<file path="config.mk">
export PLATFORM = sky130hd
export DESIGN_NAME = rlc_repeat_ctrl
export DESIGN_NICKNAME = d
export VERILOG_FILES = /design/src/logic/rlc_pkg.sv /design/src/logic/rlc_repeat_ctrl.sv
export SDC_FILE = /design/constraint.sdc
export NUM_CORES = 1
export LEC_CHECK = 0
export BUFFER_PORTS_ARGS = -buffer_cell sky130_fd_sc_hd__buf_2
export CELL_PAD_IN_SITES_DETAIL_PLACEMENT = 0
export CELL_PAD_IN_SITES_GLOBAL_PLACEMENT = 1
export CORE_UTILIZATION = 30
export CTS_BUF_LIST = sky130_fd_sc_hd__clkbuf_8
export DETAILED_ROUTE_END_ITERATION = 7
export PLACE_DENSITY = 0.62
export SLEW_MARGIN = 20
export SYNTH_ARGS = -nofsm -noshare
export SYNTH_HDL_FRONTEND = slang
export SYNTH_SLANG_ARGS = --single-unit
</file>
<file path="constraint.sdc">
create_clock -name aclk -period 3.1 [get_ports aclk]
set_input_delay 0.775 -clock aclk [delete_from_list [all_inputs] [get_ports aclk]]
set_output_delay 0.775 -clock aclk [all_outputs]
set_load 0.02 [all_outputs]
</file>
<file path="src/logic/rlc_pkg.sv">
// Contract
// (RULE1) Separate none/add/subtract option per repeated half
// (RULE2) None option: normal indexing, auto-count stays active
// (RULE3) No index named: full address field is address
// (RULE4) Add/subtract: index is address, then updated
// (RULE5) Add/subtract without short flag: address forced zero
// (RULE6) That case updates index with full field
// (RULE7) Loop done: fetch next word, continue sequencing
// (RULE8) Zero count skips the repeated instructions
// (RULE9) Counter steps through adder into memory address
// (RULE10) Left jump copies memory address to jump address
// (RULE11) Remaining right runs = jump addr - 4096 + count
// (RULE12) Right jump copies program address to jump address
// (RULE13) Index register instruction ignores add/subtract option
// (RULE14) Counter-to-index transfer treated as ordinary indexable
// (RULE15) Left repeat repeats right half; right repeats pair
// (RULE16) Count field accepts zero up to 4095
// (RULE17) Add/subtract suppresses index auto-count increment
// (RULE18) Repeat instruction itself is never index modified
// (RULE19) Count once per pass; stop at end or jump
// (RULE20) Index update only after the instruction completes
package rlc_pkg;

    localparam int ADDR_W = 15;
    localparam int V_W    = 12;
    localparam int CNT_W  = 12;
    localparam int MAR_W  = 13;
    localparam int SEL_W  = 5;

    // Counter base: the loop counts down from here
    localparam logic [MAR_W-1:0] CNT_BASE = 13'h1000;

    // --------------------------------------------------------------
    // Register map
    // --------------------------------------------------------------
    localparam logic [11:0] REG_CTRL = 12'h000;
    localparam logic [11:0] REG_STAT = 12'h004;
    localparam logic [11:0] REG_MAR  = 12'h008;
    localparam logic [11:0] REG_JAR  = 12'h00c;
    localparam logic [11:0] REG_CNT  = 12'h010;
    localparam int          CTRL_EN  = 0;
    localparam logic        CTRL_RST = 1'b1;

    localparam logic [1:0] RESP_OKAY   = 2'h0;
    localparam logic [1:0] RESP_DECERR = 2'h3;

    typedef enum logic [1:0] {
        OPT_NONE = 2'h0,
        OPT_ADD  = 2'h1,
        OPT_SUB  = 2'h2
    } rlc_opt_t;

    typedef enum logic [2:0] {
        ST_IDLE = 3'b001,
        ST_RUN  = 3'b010,
        ST_STEP = 3'b100
    } rlc_st_t;

endpackage

</file>
<file path="src/logic/rlc_repeat_ctrl.sv">
// The AXI4-Lite register port and the register addresses were decided locally.
`timescale 1ns/1ps
module rlc_repeat_ctrl
    import rlc_pkg::*;
(
    input  wire logic              aclk,
    input  wire logic              aresetn,
    input  wire logic              awvalid,
    output logic                   awready,
    input  wire logic [11:0]       awaddr,
    input  wire logic              wvalid,
    output logic                   wready,
    input  wire logic [31:0]       wdata,
    input  wire logic [3:0]        wstrb,
    output logic                   bvalid,
    input  wire logic              bready,
    output logic [1:0]             bresp,
    input  wire logic              arvalid,
    output logic                   arready,
    input  wire logic [11:0]       araddr,
    output logic                   rvalid,
    input  wire logic              rready,
    output logic [31:0]            rdata,
    output logic [1:0]             rresp,
    input  wire logic              rep_start,
    input  wire logic              rep_half,
    input  wire logic [CNT_W-1:0]  rep_count,
    input  wire logic [1:0]        rep_opt_l,
    input  wire logic [1:0]        rep_opt_r,
    input  wire logic              exec_req,
    input  wire logic              ins_half,
    input  wire logic              ins_s,
    input  wire logic [SEL_W-1:0]  ins_sel,
    input  wire logic [V_W-1:0]    ins_v,
    input  wire logic [ADDR_W-1:0] ins_full,
    input  wire logic              ins_is_ixr,
    input  wire logic              ins_is_xfer,
    input  wire logic [ADDR_W-1:0] idx_val,
    input  wire logic              exec_done,
    input  wire logic              jump_taken,
    input  wire logic [ADDR_W-1:0] pc_in,
    output logic                   loop_active,
    output logic                   pair_mode,
    output logic [ADDR_W-1:0]      ea,
    output logic                   ea_valid,
    output logic                   auto_count,
    output logic                   idx_wr_en,
    output logic [SEL_W-1:0]       idx_wr_sel,
    output logic [ADDR_W-1:0]      idx_wr_data,
    output logic [MAR_W-1:0]       jump_address_reg,
    output logic [MAR_W-1:0]       memory_address_reg,
    output logic                   load_next
);

    typedef struct packed {
        rlc_st_t           st;
        logic              en;
        logic [MAR_W-1:0]  cnt;
        logic [MAR_W-1:0]  mar;
        logic [MAR_W-1:0]  lim;
        logic [MAR_W-1:0]  jar;
        logic              act;
        logic [CNT_W-1:0]  n;
        rlc_opt_t          opt_l;
        rlc_opt_t          opt_r;
        logic              two;
        logic [ADDR_W-1:0] ea;
        logic              ea_v;
        logic              ac;
        logic              upd;
        logic              sub;
        logic [ADDR_W-1:0] idx;
        logic [ADDR_W-1:0] amt;
        logic              wr_en;
        logic [SEL_W-1:0]  wr_sel;
        logic [ADDR_W-1:0] wr_data;
        logic              load_next;
        logic              aw_have;
        logic              w_have;
        logic [11:0]       awaddr;
        logic [31:0]       wdata;
        logic [3:0]        wstrb;
        logic              awready;
        logic              wready;
        logic              bvalid;
        logic [1:0]        bresp;
        logic              arready;
        logic              rvalid;
        logic [31:0]       rdata;
        logic [1:0]        rresp;
    } rlc_state_t;

    localparam rlc_state_t S_RST = '{st: ST_IDLE, en: CTRL_RST,
                                     opt_l: OPT_NONE, opt_r: OPT_NONE, default: '0};

    rlc_state_t        s_q;
    rlc_state_t        s_d;
    logic              ix_eff;
    rlc_opt_t          opt_cur;
    logic              rmode;
    logic              start_ok;
    logic [ADDR_W-1:0] ins_amt;

    // --------------------------------------------------------------
    // Decode of the instruction under repeat
    // --------------------------------------------------------------
    // Transfer-counter commands look like index ops but index normally
    assign ix_eff   = ins_is_ixr && !ins_is_xfer;                 // RULE13 RULE14
    assign opt_cur  = ins_half ? s_q.opt_r : s_q.opt_l;           // RULE1
    assign rmode    = (opt_cur != OPT_NONE) && !ix_eff;            // RULE13
    // Without the short flag the whole field is the update step
    assign ins_amt  = ins_s ? {{(ADDR_W-V_W){1'b0}}, ins_v} : ins_full; // RULE4 RULE6
    assign start_ok = (s_q.st == ST_IDLE) && s_q.en && rep_start;

    function automatic logic mapped(input logic [11:0] a);
        mapped = (a == REG_CTRL) || (a == REG_STAT) || (a == REG_MAR) ||
                 (a == REG_JAR) || (a == REG_CNT);
    endfunction

    always_comb
    begin
        s_d           = s_q;
        s_d.ea_v      = 1'b0;
        s_d.wr_en     = 1'b0;
        s_d.load_next = 1'b0;

        // ----------------------------------------------------------
        // Register bus: write
        // ----------------------------------------------------------
        if (s_q.awready && awvalid)
        begin
            s_d.aw_have = 1'b1;
            s_d.awaddr  = awaddr;
        end
        if (s_q.wready && wvalid)
        begin
            s_d.w_have = 1'b1;
            s_d.wdata  = wdata;
            s_d.wstrb  = wstrb;
        end
        if (s_q.bvalid && bready)
            s_d.bvalid = 1'b0;
        if (s_d.aw_have && s_d.w_have && !s_d.bvalid)
        begin
            s_d.aw_have = 1'b0;
            s_d.w_have  = 1'b0;
            s_d.bvalid  = 1'b1;
            s_d.bresp   = mapped(s_d.awaddr) ? RESP_OKAY : RESP_DECERR;
            if (s_d.awaddr == REG_CTRL && s_d.wstrb[0])
                s_d.en = s_d.wdata[CTRL_EN];
        end
        // Hold off new halves until the response has gone
        s_d.awready = !s_d.aw_have && !s_d.bvalid;
        s_d.wready  = !s_d.w_have && !s_d.bvalid;

        // ----------------------------------------------------------
        // Register bus: read
        // ----------------------------------------------------------
        if (s_q.rvalid && rready)
            s_d.rvalid = 1'b0;
        if (s_q.arready && arvalid)
        begin
            s_d.rvalid = 1'b1;
            s_d.rresp  = RESP_OKAY;
            unique case (araddr)
                REG_CTRL: s_d.rdata = {31'h0, s_q.en};
                REG_STAT: s_d.rdata = {27'h0, s_q.two, s_q.st, s_q.st != ST_IDLE};
                REG_MAR:  s_d.rdata = {19'h0, s_q.mar};
                REG_JAR:  s_d.rdata = {19'h0, s_q.jar};
                REG_CNT:  s_d.rdata = {20'h0, s_q.n};
                default:
                begin
                    s_d.rdata = 32'h0;
                    s_d.rresp = RESP_DECERR;
                end
            endcase
        end
        s_d.arready = !s_d.rvalid;

        // ----------------------------------------------------------
        // Repeat sequencing
        // ----------------------------------------------------------
        unique case (s_q.st)
            ST_IDLE:
            begin
                if (start_ok)
                begin
                    // Count is taken raw: the repeat op has no indexing
                    s_d.n     = rep_count;                          // RULE16 RULE18
                    s_d.cnt   = CNT_BASE;
                    s_d.mar   = CNT_BASE;
                    s_d.lim   = CNT_BASE - {1'b0, rep_count};       // RULE11
                    s_d.two   = rep_half;                           // RULE15
                    s_d.opt_l = rlc_opt_t'(rep_opt_l);              // RULE1
                    s_d.opt_r = rlc_opt_t'(rep_opt_r);              // RULE1
                    s_d.upd   = 1'b0;
                    if (rep_count == 12'h000)
                        s_d.load_next = 1'b1;                       // RULE8
                    else
                        s_d.st = ST_RUN;
                end
            end
            ST_RUN:
            begin
                if (exec_req)
                begin
                    s_d.ea_v = 1'b1;
                    if (rmode)
                    begin
                        s_d.ea     = ins_s ? idx_val : '0;          // RULE4 RULE5
                        s_d.ac     = 1'b0;                          // RULE17
                        s_d.upd    = 1'b1;
                        s_d.sub    = (opt_cur == OPT_SUB);
                        s_d.idx    = idx_val;
                        s_d.amt    = ins_amt;
                        s_d.wr_sel = ins_sel;
                    end
                    else
                    begin
                        s_d.ea  = ins_s ? idx_val + {{(ADDR_W-V_W){1'b0}}, ins_v}
                                        : ins_full;                 // RULE2 RULE3
                        s_d.ac  = ins_s;                            // RULE2
                        s_d.upd = 1'b0;
                    end
                end
                if (exec_done)
                begin
                    // Update uses the value latched before execution
                    if (s_q.upd)
                    begin
                        s_d.wr_en   = 1'b1;                         // RULE20
                        s_d.wr_data = s_q.sub ? s_q.idx - s_q.amt
                                              : s_q.idx + s_q.amt;  // RULE4
                        s_d.upd     = 1'b0;
                    end
                    if (jump_taken)
                    begin
                        s_d.jar = ins_half ? {1'b0, pc_in[MAR_W-2:0]} // RULE12
                                           : s_q.mar;                 // RULE10
                        s_d.st = ST_IDLE;                           // RULE19
                    end
                    else if (ins_half)
                    begin
                        s_d.mar = s_q.cnt - 13'h1;                  // RULE9
                        s_d.st = ST_STEP;
                    end
                end
            end
            ST_STEP:
            begin
                s_d.cnt = s_q.mar;                                  // RULE9
                if (s_q.mar == s_q.lim)
                begin
                    s_d.load_next = 1'b1;                           // RULE7 RULE19
                    s_d.st        = ST_IDLE;
                end
                else
                    s_d.st = ST_RUN;
            end
        endcase
        s_d.act = (s_d.st != ST_IDLE);
    end

    always_ff @(posedge aclk)
    begin
        if (!aresetn)
            s_q <= S_RST;
        else
            s_q <= s_d;
    end

    // --------------------------------------------------------------
    // Outputs
    // --------------------------------------------------------------
    assign awready            = s_q.awready;
    assign wready             = s_q.wready;
    assign bvalid             = s_q.bvalid;
    assign bresp              = s_q.bresp;
    assign arready            = s_q.arready;
    assign rvalid             = s_q.rvalid;
    assign rdata              = s_q.rdata;
    assign rresp              = s_q.rresp;
    assign loop_active        = s_q.act;
    assign pair_mode          = s_q.two;
    assign ea                 = s_q.ea;
    assign ea_valid           = s_q.ea_v;
    assign auto_count         = s_q.ac;
    assign idx_wr_en          = s_q.wr_en;
    assign idx_wr_sel         = s_q.wr_sel;
    assign idx_wr_data        = s_q.wr_data;
    assign jump_address_reg   = s_q.jar;
    assign memory_address_reg = s_q.mar;
    assign load_next          = s_q.load_next;

    logic run_req;
    logic run_done;
    assign run_req  = (s_q.st == ST_RUN) && exec_req;
    assign run_done = (s_q.st == ST_RUN) && exec_done;
endmodule // rlc_repeat_ctrl

</file>
# ---- After elaboration in Yosys (flattened, before gate mapping)
# Index checks and enable logic that the tools add are counted.
dict set report totals {
  input_bits 154
  regBits 205
  output_inout_bits 108
  wordCells 147
}
dict set report op_classes {
  n_reduce_logical 43
  mux 44
  add_sub_neg 5
  eq_ne 19
}
# op n
set op_table {}
lappend op_table {{$mux W15} 5}
lappend op_table {{$pmux W13 S5} 1}
lappend op_table {{$mux W13} 4}
lappend op_table {{$pmux W13 S2} 2}
lappend op_table {{$eq A12 B4 Y1 const B} 4}
lappend op_table {{$mux W39} 1}
lappend op_table {{$logic_not A12 Y1} 3}
lappend op_table {{$mux W35} 1}
lappend op_table {{$mux W34} 1}
lappend op_table {{$mux W31} 1}
lappend op_table {{$eq A12 B3 Y1 const B} 2}
lappend op_table {{$eq A12 B5 Y1 const B} 2}
lappend op_table {{$mux W3} 6}
lappend op_table {{$add A15 B12 Y15} 1}
lappend op_table {{$add A15 B15 Y15} 1}
lappend op_table {{$sub A15 B15 Y15} 1}
lappend op_table {{$logic_and A1 B1 Y1} 14}
lappend op_table {{$eq A13 B13 Y1} 1}
lappend op_table {{$sub A13 B1 Y13 const B} 1}
lappend op_table {{$sub A13 B12 Y13 const A} 1}
lappend op_table {{$mux W12} 1}
lappend op_table {{$mux W2} 6}
lappend op_table {{$reduce_and A2 Y1} 6}
lappend op_table {{$reduce_and A3 Y1} 4}
lappend op_table {{15 further kinds} 41}

# ---- Depth between registers and ports, before layout
# Gate-level depths: netlist of run 1.
dict set report depth {
  depth_word 11
  ltp_mapped 13
  ltp_nobuf 13
}

# ---- Least setup slack after synthesis of run 1
# OpenSTA, ideal clock, no wires.
dict set report synth_timing {
  kind {register to register}
  startpoint {reg s_q[115] in the netlist's numbering}
  endpoint {reg s_q, in the netlist idx_wr_data[14]}
  t_arrival_ps 2679
  path_buffers 1
  period_less_slack_ps 2803
  stages_incl_launch_ff 12
  required_ps 2975
  slack_ps 297
  setup_time_ps 125
  path_cell_list {dfxtp_1 -> or4_4 -> o41ai_2 -> o21ai_1 -> xnor2_1 -> ha_1 -> clkbuf_1 -> a21o_1 -> a41oi_1 -> o21ai_1 -> xnor2_1 -> o21ai_1}
}
dict set report synth_between {
  elab_chain_cells 2
  elab_cells_between_ends 3
}
# element line_no
set synth_rtl {}
lappend synth_rtl {{start, declared} rlc_repeat_ctrl.sv:96} ;# rlc_state_t s_q;
lappend synth_rtl {{start signal, assigned} rlc_repeat_ctrl.sv:267} ;# s_q <= S_RST;
lappend synth_rtl {{start signal, assigned} rlc_repeat_ctrl.sv:269} ;# s_q <= s_d;
lappend synth_rtl {{$add A15 B15 Y15 or $sub A15 B15 Y15 (tied branches)} {rlc_repeat_ctrl.sv:233, rlc_repeat_ctrl.sv:232}}
lappend synth_rtl {{$mux W15 *} rlc_repeat_ctrl.sv:232} ;# s_d.wr_data = s_q.sub ? s_q.idx - s_q.amt
# Every way passes the cells marked *; elsewhere a longest branch is shown, timed or not.
# A chain may end at the register's enable or synchronous reset.

# ---- Final worst setup path of run 1
dict set report layout_timing {
  startpoint {reg s_q[115] in the netlist's numbering}
  endpoint {reg s_q, in the netlist idx_wr_data[13]}
}
# The elaborated chain is that of the path after synthesis.

==> results.sh, run 1 <==
export IMPL_hp_class="reg -> reg"
export IMPL_worst_hold_path_num_cells=2
export IMPL_cp_required_ps=3460
export IMPL_initial_core_util=0.306
export IMPL_final_nets=1544
export IMPL_post_route_period_util=0.926
export IMPL_end_kind="flip-flop"
export IMPL_post_drt_wl_per_cell_um=16.4
export IMPL_critPathArrivalTime_ps=3230
export IMPL_synth_area_per_cell_um2=8.21
export IMPL_design_area_um2=11600
export IMPL_syn_to_final_growth_pct=12.8
export IMPL_synth_seq_cells=180
export IMPL_hold_viol=0
export IMPL_die_height_um=187
export IMPL_fillers=3676
export IMPL_grt_pass1_wl_um=47000
export IMPL_cts_sinks=180
export IMPL_crit_fanout=5
export IMPL_clk_pin_slew_ps=100
export IMPL_slew_headroom=0.493
export IMPL_cts_root_buf="clkbuf_8"
export IMPL_grt_usage=0.172
export IMPL_period_minus_slack_ps=2870
export IMPL_rows=67
export IMPL_grt_pass1_vias=8268
export IMPL_reg2reg_to="idx_wr_data[13]$_SDFFE_PN0P_"
export IMPL_synth_edff_count=0
export IMPL_hpwl_um=23000
export IMPL_finalClockSkew_ps=20.7
export IMPL_htree_levels=4
export IMPL_die_w_um=187
export IMPL_yosysTopAreaCell="dfxtp_1"
export IMPL_path_class="reg -> reg"
export IMPL_power_density_nw_per_um2=444
export IMPL_max_cap_violations=0
export IMPL_drc_errors=0
export IMPL_clk_latency_ps=490
export IMPL_timing_rr_start="s_q[115]$_SDFFE_PN0P_"
export IMPL_holdBufCountCts=0
export IMPL_gp_congestion=0.845
export IMPL_io_buffers=205
export IMPL_multiInputGateArea_um2=5670
export IMPL_rrSetupSlack_ps=230
export IMPL_num_vias=8680
export IMPL_cts_path_max_buffers=2
export IMPL_placed_area_um2=11200
export IMPL_drive_above_1_share=0.205
export IMPL_p_total_uw=5160
export IMPL_holdPathEnd="rdata[2]$_SDFFE_PN0P_"
export IMPL_numCtsBuffers=17
export IMPL_grt_max_degree=59
export IMPL_max_slew_worst_pin_slew_ps=759
export IMPL_crit_path_start_kind="flip-flop"
export IMPL_drtPass1Iterations=6
export IMPL_syn_inst=1255
export IMPL_cts_tree="built"
export IMPL_rr_worst_depth=12
export IMPL_finalSetupTns_ps=0
export IMPL_yosys_warnings=0
export IMPL_yosysTopAreaCellShare=0.350
export IMPL_antenna_found_initial=12
export IMPL_synth_area_um2=10300
export IMPL_seq_area_um2=3600
export IMPL_overflow=0
export IMPL_max_freq_mhz=348
export IMPL_cts_resized=0
export IMPL_totalWireLength_um=30000
export IMPL_setup_viol=0
export IMPL_grt_setup_unrepaired="false"
export IMPL_synth_distinct_cells=68
export IMPL_hold_path_startpoint="rdata[2]$_SDFFE_PN0P_"
export IMPL_via_per_inst=4.75
export IMPL_synth_top_cells_by_area="dfxtp_1 (35%), nand2_1 (7.9%), buf_4 (7.2%)"
export IMPL_p_leak_uw=0.00526
export IMPL_cts_setup_buffers=0
export IMPL_regMostFlops="s_q"
export IMPL_die_area_um2=35100
export IMPL_vdd_ir_drop_max_mv=0.252
export IMPL_pin_count=262
export IMPL_outcome="finished, final reports clean"
export IMPL_maxSlewViolCount=0
export IMPL_seq_area_frac_synth=0.350
export IMPL_synth_async_reset_ratio=0
export IMPL_ys_flop_type="dfxtp_1"
export IMPL_drt_iter0_drc=400
export IMPL_ant_nets=0
export IMPL_largest_reg_flops=93
export IMPL_fp_coreArea_um2=33700
worst max-delay path, stage by stage (launching register included):
cell	delay, ps
dfxtp_1	330
or4_4	560
o41ai_2	220
buf_4	180
nand2_1	60
xnor2_1	120
ha_1	350
and3_1	210
and3b_1	170
a32oi_1	150
o211ai_1	130
xnor2_1	180
o21ai_0	90
cell type report:
type,count,share of cell area
timing repair buffer,233,0.108
multi-input combinational,903,0.488
tap,448,0.0482
clock buffer,18,0.0213
sequential,180,0.310
inverter,24,0.00775
clock inverter,13,0.0150
antenna,10,0.00215
per-layer routing:
layer,vias up,share of wire,track usage,routed length [µm]
met1,4007,0.49,0.235,14900
met4,4,0.020,0.0678,602
li1,4453,-,-,-
met3,31,0.057,0.0454,1720
met5,-,0.00080,0,24
met2,185,0.43,0.258,12800
power breakdown:
group	internal, µW	leakage, µW	switching, µW	total [µW]
clock network	831	0.000214	942	1770
registers	2380	0.00146	55.1	2440
logic	399	0.00359	550	949
cells in the mapped netlist, types with 4 or more instances:
library cell / instances
a211oi_1: 10
a21boi_0: 48
a21boi_1: 25
a21o_1: 6
a21oi_1: 52
a221oi_1: 15
a31oi_1: 5
and2_1: 27
and3_1: 4
buf_2: 12
buf_4: 99
clkbuf_1: 51
dfxtp_1: 180
ha_1: 29
inv_1: 24
mux2i_1: 42
nand2_1: 218
nand2b_1: 13
nand3_1: 37
nand3b_1: 7
nor2_1: 57
nor2b_1: 14
nor3_1: 20
nor3b_1: 4
nor4_1: 6
o211a_1: 29
o211ai_1: 7
o21a_1: 4
o21ai_0: 59
o21ai_1: 25
o21bai_1: 5
or3_1: 5
xnor2_1: 39
xor2_1: 25
kinds of logic (layout without fill, tap and decap cells):
group,Yosys count,in the layout,share of synthesized area
and+or+nand+nor,432,432,0.197
AOI/OAI and AO/OA,314,314,0.208
buffers and inverters,190,288,0.109
DFF,180,180,0.350
xor gates and xnor gates,64,64,0.0544
muxes,43,43,0.0419
adders and majority gates,31,31,0.0391
other,1,29,0.000364
how the worst max path moves through the flow:
| stage | start | end | slack (ps) | cells after the start |
|---|---|---|---|---|
| floorplan | s_q[115]$_SDFFE_PN0P_ | idx_wr_data[14]$_SDFFE_PN0P_ | 300 | 11 |
| global placement | idx_val[0] | ea[14]$_SDFFE_PN0P_ | 70 | 10 |
| detailed placement | idx_val[0] | ea[14]$_SDFFE_PN0P_ | 90 | 10 |
| CTS | s_q[115]$_SDFFE_PN0P_ | idx_wr_data[10]$_SDFFE_PN0P_ | 160 | 11 |
| global route | s_q[114]$_SDFFE_PN0P_ | idx_wr_data[9]$_SDFFE_PN0P_ | 20 | 10 |
| finish | s_q[115]$_SDFFE_PN0P_ | idx_wr_data[13]$_SDFFE_PN0P_ | 230 | 12 |
cells in the final DEF (no fill, tap or decap), types with 5 or more instances in the layout:
| cell type | instances |
|---|---|
| a211oi_1 | 9 |
| a21boi_0 | 47 |
| a21boi_1 | 26 |
| a21o_1 | 6 |
| a21oi_1 | 51 |
| a221oi_1 | 15 |
| a31oi_1 | 5 |
| and2_1 | 27 |
| buf_2 | 204 |
| buf_4 | 28 |
| clkbuf_8 | 18 |
| conb_1 | 19 |
| dfxtp_1 | 180 |
| diode_2 | 10 |
| ha_1 | 29 |
| inv_1 | 25 |
| mux2i_1 | 42 |
| nand2_1 | 218 |
| nand2b_1 | 13 |
| nand3_1 | 36 |
| nand3b_1 | 7 |
| nor2_1 | 57 |
| nor2b_1 | 14 |
| nor3_1 | 20 |
| nor4_1 | 6 |
| o211a_1 | 29 |
| o211ai_1 | 7 |
| o21ai_0 | 59 |
| o21ai_1 | 25 |
| o21bai_1 | 5 |
| or3_1 | 5 |
| xnor2_1 | 39 |
| xor2_1 | 25 |
stage by stage:
stage,hold WS (ps),worst slack [ps],utilization,instances
2_1_floorplan,417,297,-,1273
3_3_place_gp,434,67.1,0.331,1788
3_5_place_dp,439,86.3,0.331,1788
4_1_cts,453,162,0.344,1819
5_1_grt,475,24.2,0.345,1825
6_report,448,228,0.345,1829
(Power assumes the default switching activity.)
==> run 2, diff against run 1 <==
--- a/config.mk
+++ b/config.mk
@@ -5,7 +5,7 @@
 export SDC_FILE = /design/constraint.sdc
 export NUM_CORES = 1
 export LEC_CHECK = 0
-export BUFFER_PORTS_ARGS = -buffer_cell sky130_fd_sc_hd__buf_2
+export BUFFER_PORTS_ARGS = -buffer_cell sky130_fd_sc_hd__clkbuf_2
 export CELL_PAD_IN_SITES_DETAIL_PLACEMENT = 0
 export CELL_PAD_IN_SITES_GLOBAL_PLACEMENT = 1
 export CORE_UTILIZATION = 30
==> results.sh, run 2 (synthesis results as in run 1) <==
export IMPL_die_w_um=187
export IMPL_grt_pass1_wl_um=47900
export IMPL_largest_reg_flops=93
export IMPL_end_kind="flip-flop"
export IMPL_post_route_period_util=0.932
export IMPL_grt_pass1_vias=8366
export IMPL_numCtsBuffers=17
export IMPL_finalSetupTns_ps=0
export IMPL_cts_setup_buffers=0
export IMPL_max_slew_worst_pin_slew_ps=785
export IMPL_setup_viol=0
export IMPL_antenna_found_initial=8
export IMPL_switchingPower_uw=1600
export IMPL_max_freq_mhz=346
export IMPL_gp_congestion=0.864
export IMPL_cts_tree="built"
export IMPL_max_cap_violations=0
export IMPL_holdBufCountCts=0
export IMPL_path_class="reg -> reg"
export IMPL_layoutNonFillerInstCount=1829
export IMPL_timing_hold_ws_ps=454
export IMPL_rows=67
export IMPL_critPathArrivalTime_ps=3280
export IMPL_die_area_um2=35100
export IMPL_pin_count=262
export IMPL_cp_required_ps=3490
export IMPL_overflow=0
export IMPL_p_sw_frac=0.311
export IMPL_final_common_cell="nand2_1"
export IMPL_hp_class="reg -> reg"
export IMPL_crit_path_start_kind="flip-flop"
export IMPL_slew_headroom=0.475
export IMPL_final_nets=1547
export IMPL_p_int_uw=3550
export IMPL_ant_nets=0
export IMPL_cts_sinks=180
export IMPL_totalWireLength_um=30100
export IMPL_p_comb_frac=0.185
export IMPL_drive_above_1_share=0.207
export IMPL_most_common_layout_cells="nand2_1 (218), clkbuf_2 (204), dfxtp_1 (180)"
export IMPL_vdd_ir_drop_max_mv=0.257
export IMPL_grt_setup_unrepaired="false"
export IMPL_hold_viol=0
export IMPL_clockPowerShare=0.341
export IMPL_finalClockSkew_ps=23.0
export IMPL_post_drt_wl_per_cell_um=16.5
export IMPL_dpl_cell_count=1791
export IMPL_via_per_inst=4.71
export IMPL_fillers=3704
export IMPL_fp_coreArea_um2=33700
export IMPL_io_buffers=205
export IMPL_grt_max_degree=83
export IMPL_syn_to_final_growth_pct=12.9
export IMPL_hpwl_um=23000
export IMPL_drt_iter0_drc=435
export IMPL_crit_fanout=5
export IMPL_seq_area_um2=3600
export IMPL_regMostFlops="s_q"
export IMPL_clk_pin_slew_ps=120
export IMPL_seqPwrFrac=0.473
export IMPL_cts_path_max_buffers=2
export IMPL_cts_root_buf="clkbuf_8"
export IMPL_initial_core_util=0.306
export IMPL_drc_errors=0
export IMPL_num_vias=8611
export IMPL_htree_levels=4
export IMPL_outcome="finished, final reports clean"
export IMPL_clk_latency_ps=500
export IMPL_period_minus_slack_ps=2890
export IMPL_maxSlewViolCount=0
export IMPL_die_height_um=187
export IMPL_multiInputGateArea_um2=5670
export IMPL_drtPass1Iterations=5
export IMPL_p_leak_uw=0.00522
export IMPL_grt_usage=0.175
export IMPL_power_density_nw_per_um2=443
==> run 2: cell types whose count changed in the layout (fill, tap and decap cells not counted), sizes merged <==
cell,before,now
clkbuf,18,222
buf,233,32
diode,10,7
inv,30,33
clkinv,3,1
bufinv,3,2
==> run 2: layout make-up <==
type / count / area share
clock inverters: 13 / 0.0140
multi-input cells: 903 / 0.487
clock buffers: 18 / 0.0213
flip-flops and latches: 180 / 0.310
inverters: 24 / 0.00774
well taps: 448 / 0.0482
diodes: 7 / 0.00151
repair buffers: 236 / 0.111
==> run 2: critical path: stages (launching register included) <==
cell	delay (ps)
dfxtp_1	450
inv_1	90
ha_1	270
mux2i_1	280
ha_1	290
nor2b_1	140
o31a_1	280
o41ai_2	290
a21oi_1	130
or3_1	310
a32o_1	250
==> run 2: timing repair <==
item / CTS / global route
setup endpoints to repair: 0 / 6
gates resized for setup: 0 / 2
endpoints found under the hold margin: 0 / 0
==> run 2: power groups by stage <==
| stage | combinational, µW | sequential (µW) | clock, µW |
|---|---|---|---|
| finish | 955 | 2440 | 1760 |
| global route | 1070 | 2450 | 1930 |
| global placement | 946 | 2490 | 0 |
| detailed placement | 951 | 2490 | 0 |
| CTS | 956 | 2440 | 1840 |
| floorplan | 688 | 2480 | 0 |
==> run 2: path summary, 6_finish.rpt <==
| kind | startpoint | slack (ps) | to | depth (start not counted) |
|---|---|---|---|---|
| worst max-delay path | s_q[114]$_SDFFE_PN0P_ | 210 | idx_wr_data[9]$_SDFFE_PN0P_ | 10 |
| worst min-delay path | rdata[2]$_SDFFE_PN0P_ | 450 | rdata[2]$_SDFFE_PN0P_ | 2 |
| worst max register to register | s_q[114]$_SDFFE_PN0P_ | 210 | idx_wr_data[9]$_SDFFE_PN0P_ | 10 |
| worst min register to register | rdata[2]$_SDFFE_PN0P_ | 450 | rdata[2]$_SDFFE_PN0P_ | 2 |
==> run 2: routing by layer <==
metal	part of all wire	vias to the layer above	global-route usage
met3	0.056	21	0.0512
li1	-	4470	-
met4	0.013	2	0.0530
met1	0.50	3952	0.246
met2	0.43	166	0.256
met5	0.00043	-	0
==> run 2: stage by stage <==
stage	util	area (µm²)	setup slack [ps]	power, µW
after floorplan	-	10400	297	3170
after global placement	0.332	11200	74.7	3440
after detailed placement	0.332	11200	75.4	3440
after CTS	0.345	11600	137	5230
after global routing	0.345	11600	22.6	5450
final	0.345	11600	210	5150
==> run 3, diff against run 2 <==
--- a/config.mk
+++ b/config.mk
@@ -5,13 +5,14 @@
 export SDC_FILE = /design/constraint.sdc
 export NUM_CORES = 1
 export LEC_CHECK = 0
-export BUFFER_PORTS_ARGS = -buffer_cell sky130_fd_sc_hd__clkbuf_2
+export BUFFER_PORTS_ARGS = -buffer_cell sky130_fd_sc_hd__buf_2
 export CELL_PAD_IN_SITES_DETAIL_PLACEMENT = 0
 export CELL_PAD_IN_SITES_GLOBAL_PLACEMENT = 1
 export CORE_UTILIZATION = 30
-export CTS_BUF_LIST = sky130_fd_sc_hd__clkbuf_8
+export CTS_BUF_LIST = sky130_fd_sc_hd__clkbuf_4 sky130_fd_sc_hd__clkbuf_8
 export DETAILED_ROUTE_END_ITERATION = 7
 export PLACE_DENSITY = 0.62
+export REMOVE_ABC_BUFFERS = 1
 export SLEW_MARGIN = 20
 export SYNTH_ARGS = -nofsm -noshare
 export SYNTH_HDL_FRONTEND = slang
==> results.sh, run 3 (synthesis results as in run 1) <==
export IMPL_reg2reg_to="idx_wr_data[9]$_SDFFE_PN0P_"
export IMPL_drc_errors=0
export IMPL_clk_latency_ps=500
export IMPL_die_height_um=187
export IMPL_crit_path_start_kind="flip-flop"
export IMPL_hpwl_um=22000
export IMPL_hp_class="reg -> reg"
export IMPL_slew_headroom=0.473
export IMPL_hold_viol=0
export IMPL_p_leak_uw=0.00532
export IMPL_p_comb_frac=0.191
export IMPL_dpl_cell_count=1800
export IMPL_p_int_uw=3490
export IMPL_max_slew_worst_pin_slew_ps=787
export IMPL_cp_required_ps=3480
export IMPL_cts_path_max_buffers=2
export IMPL_path_common_cell="buf_4"
export IMPL_ant_nets=0
export IMPL_numCtsBuffers=17
export IMPL_largest_reg_flops=93
export IMPL_period_minus_slack_ps=2970
export IMPL_htree_levels=4
export IMPL_drive_above_1_share=0.218
export IMPL_most_common_layout_cells="nand2_1 (217), buf_2 (204), dfxtp_1 (179)"
export IMPL_worst_hold_path_num_cells=2
export IMPL_timing_rr_start="s_q[117]$_SDFFE_PN0P_"
export IMPL_gp_congestion=0.843
export IMPL_drtPass1Iterations=5
export IMPL_die_w_um=187
export IMPL_via_per_inst=4.83
export IMPL_grt_usage=0.166
export IMPL_layoutNonFillerInstCount=1836
export IMPL_crit_chain="or4_4 > o41ai_4 > buf_4 > o21ai_1 > xnor2_1 > ha_1 > buf_6 > buf_4 > or3_1 > a32o_1"
export IMPL_maxSlewViolCount=0
export IMPL_finalSetupTns_ps=0
export IMPL_pin_count=262
export IMPL_switchingPower_uw=1660
export IMPL_final_common_cell="nand2_1"
export IMPL_cp_slowest_cell="or4_4"
export IMPL_clockPowerShare=0.337
export IMPL_cp_num_buf_inv=3
export IMPL_seqPwrFrac=0.473
export IMPL_crit_fanout=7
export IMPL_holdBufCountCts=0
export IMPL_fp_coreArea_um2=33700
export IMPL_antenna_found_initial=2
export IMPL_post_route_period_util=0.960
export IMPL_finalClockSkew_ps=28.8
export IMPL_totalWireLength_um=29200
export IMPL_num_vias=8869
export IMPL_regMostFlops="s_q"
export IMPL_drt_iter0_drc=420
export IMPL_cts_sinks=180
export IMPL_post_drt_wl_per_cell_um=15.9
export IMPL_initial_core_util=0.306
export IMPL_grt_pass1_wl_um=45800
export IMPL_hold_path_startpoint="idx_wr_data[12]$_SDFFE_PN0P_"
export IMPL_final_nets=1559
export IMPL_cts_tree="built"
export IMPL_overflow=0
export IMPL_power_density_nw_per_um2=439
export IMPL_vdd_ir_drop_max_mv=0.267
export IMPL_io_buffers=205
export IMPL_p_sw_frac=0.323
export IMPL_max_cap_violations=0
export IMPL_setup_viol=0
export IMPL_grt_pass1_vias=8290
export IMPL_crit_family="simple AND/OR/NAND/NOR gates"
export IMPL_clk_pin_slew_ps=100
export IMPL_die_area_um2=35100
export IMPL_outcome="finished, final reports clean"
export IMPL_syn_to_final_growth_pct=13.9
export IMPL_path_class="reg -> reg"
export IMPL_rrSetupSlack_ps=130
export IMPL_holdPathEnd="idx_wr_data[12]$_SDFFE_PN0P_"
export IMPL_critPathArrivalTime_ps=3350
export IMPL_max_freq_mhz=336
export IMPL_max_stage_delay_ps=550
export IMPL_rows=67
export IMPL_cts_root_buf="clkbuf_8"
export IMPL_grt_max_degree=59
export IMPL_end_kind="flip-flop"
export IMPL_rr_worst_depth=10
==> run 3: cell types whose count changed in the layout (fill, tap and decap cells not counted), moves of 2 or more <==
cell      previous run  this run
buf_4               30        43
clkbuf_2           204         0
inv_8                3         0
buf_12               2         0
buf_2                0       204
clkinv_8             0         5
diode_2              7         1
==> run 3: worst max path at each step <==
stage	cells after the start	from	slack, ps	endpoint
finish	10	s_q[117]$_SDFFE_PN0P_	130	idx_wr_data[9]$_SDFFE_PN0P_
global route	12	s_q[117]$_SDFFE_PN0P_	-20	idx_wr_data[13]$_SDFFE_PN0P_
CTS	10	s_q[115]$_SDFFE_PN0P_	60	idx_wr_data[10]$_SDFFE_PN0P_
detailed placement	10	s_q[115]$_SDFFE_PN0P_	90	idx_wr_data[10]$_SDFFE_PN0P_
global placement	10	idx_val[0]	100	ea[14]$_SDFFE_PN0P_
floorplan	5	exec_req	-1320	s_q[113]$_SDFFE_PN0P_
==> run 3: worst register-to-register path: cells and delay by family, from the launching register on <==
family          cells  cell delay, ps
xor+xnor            1             130
fa+ha+maj           1             320
buf+inv             3             470
simple gates        2             910
compound gates      3             700
flops               1             340
==> run 3: what timing repair did <==
item                                   CTS  global route
buffers inserted                         0             3
endpoints found under the hold margin    0             0
resized for setup                        0            11
setup endpoints to repair                0             4
==> run 3: power by group through the flow <==
stage               Combinational (µW)  Clock (µW)  Sequential, µW
detailed placement                 968           0            2490
CTS                                973        1810            2430
global placement                   966           0            2490
global route                      1090        1910            2450
finish                             981        1730            2430
floorplan                          559           0            2510
==> run 3: stage by stage <==
| stage | util | setup slack (ps) | area (µm²) | hold WS (ps) | power (µW) |
|---|---|---|---|---|---|
| 2_1_floorplan | - | -1320 | 9340 | 416 | 3070 |
| 3_3_place_gp | 0.334 | 103 | 11200 | 433 | 3450 |
| 3_5_place_dp | 0.334 | 85.4 | 11200 | 439 | 3450 |
| 4_1_cts | 0.346 | 55.7 | 11700 | 455 | 5220 |
| 5_1_grt | 0.348 | -21.5 | 11700 | 470 | 5450 |
| 6_report | 0.348 | 125 | 11700 | 450 | 5150 |
==> run 3: layout make-up <==
class,count,area [µm²]
diodes,1,2.50
multi-input cells,903,5700
flip-flops and latches,180,3600
clock buffers,17,234
repair buffers,248,1360
well taps,448,561
fillers,3631,22000
inverters,24,90.1
clock inverters,15,188
==> run 3: metal layers <==
layer  vias to the layer above  wire (µm)  GRT usage
met3                        28       1210     0.0345
li1                       4469          -          -
met4                         2        433     0.0467
met5                         -          9          0
met2                       187      13700      0.270
met1                      4183      13800      0.220
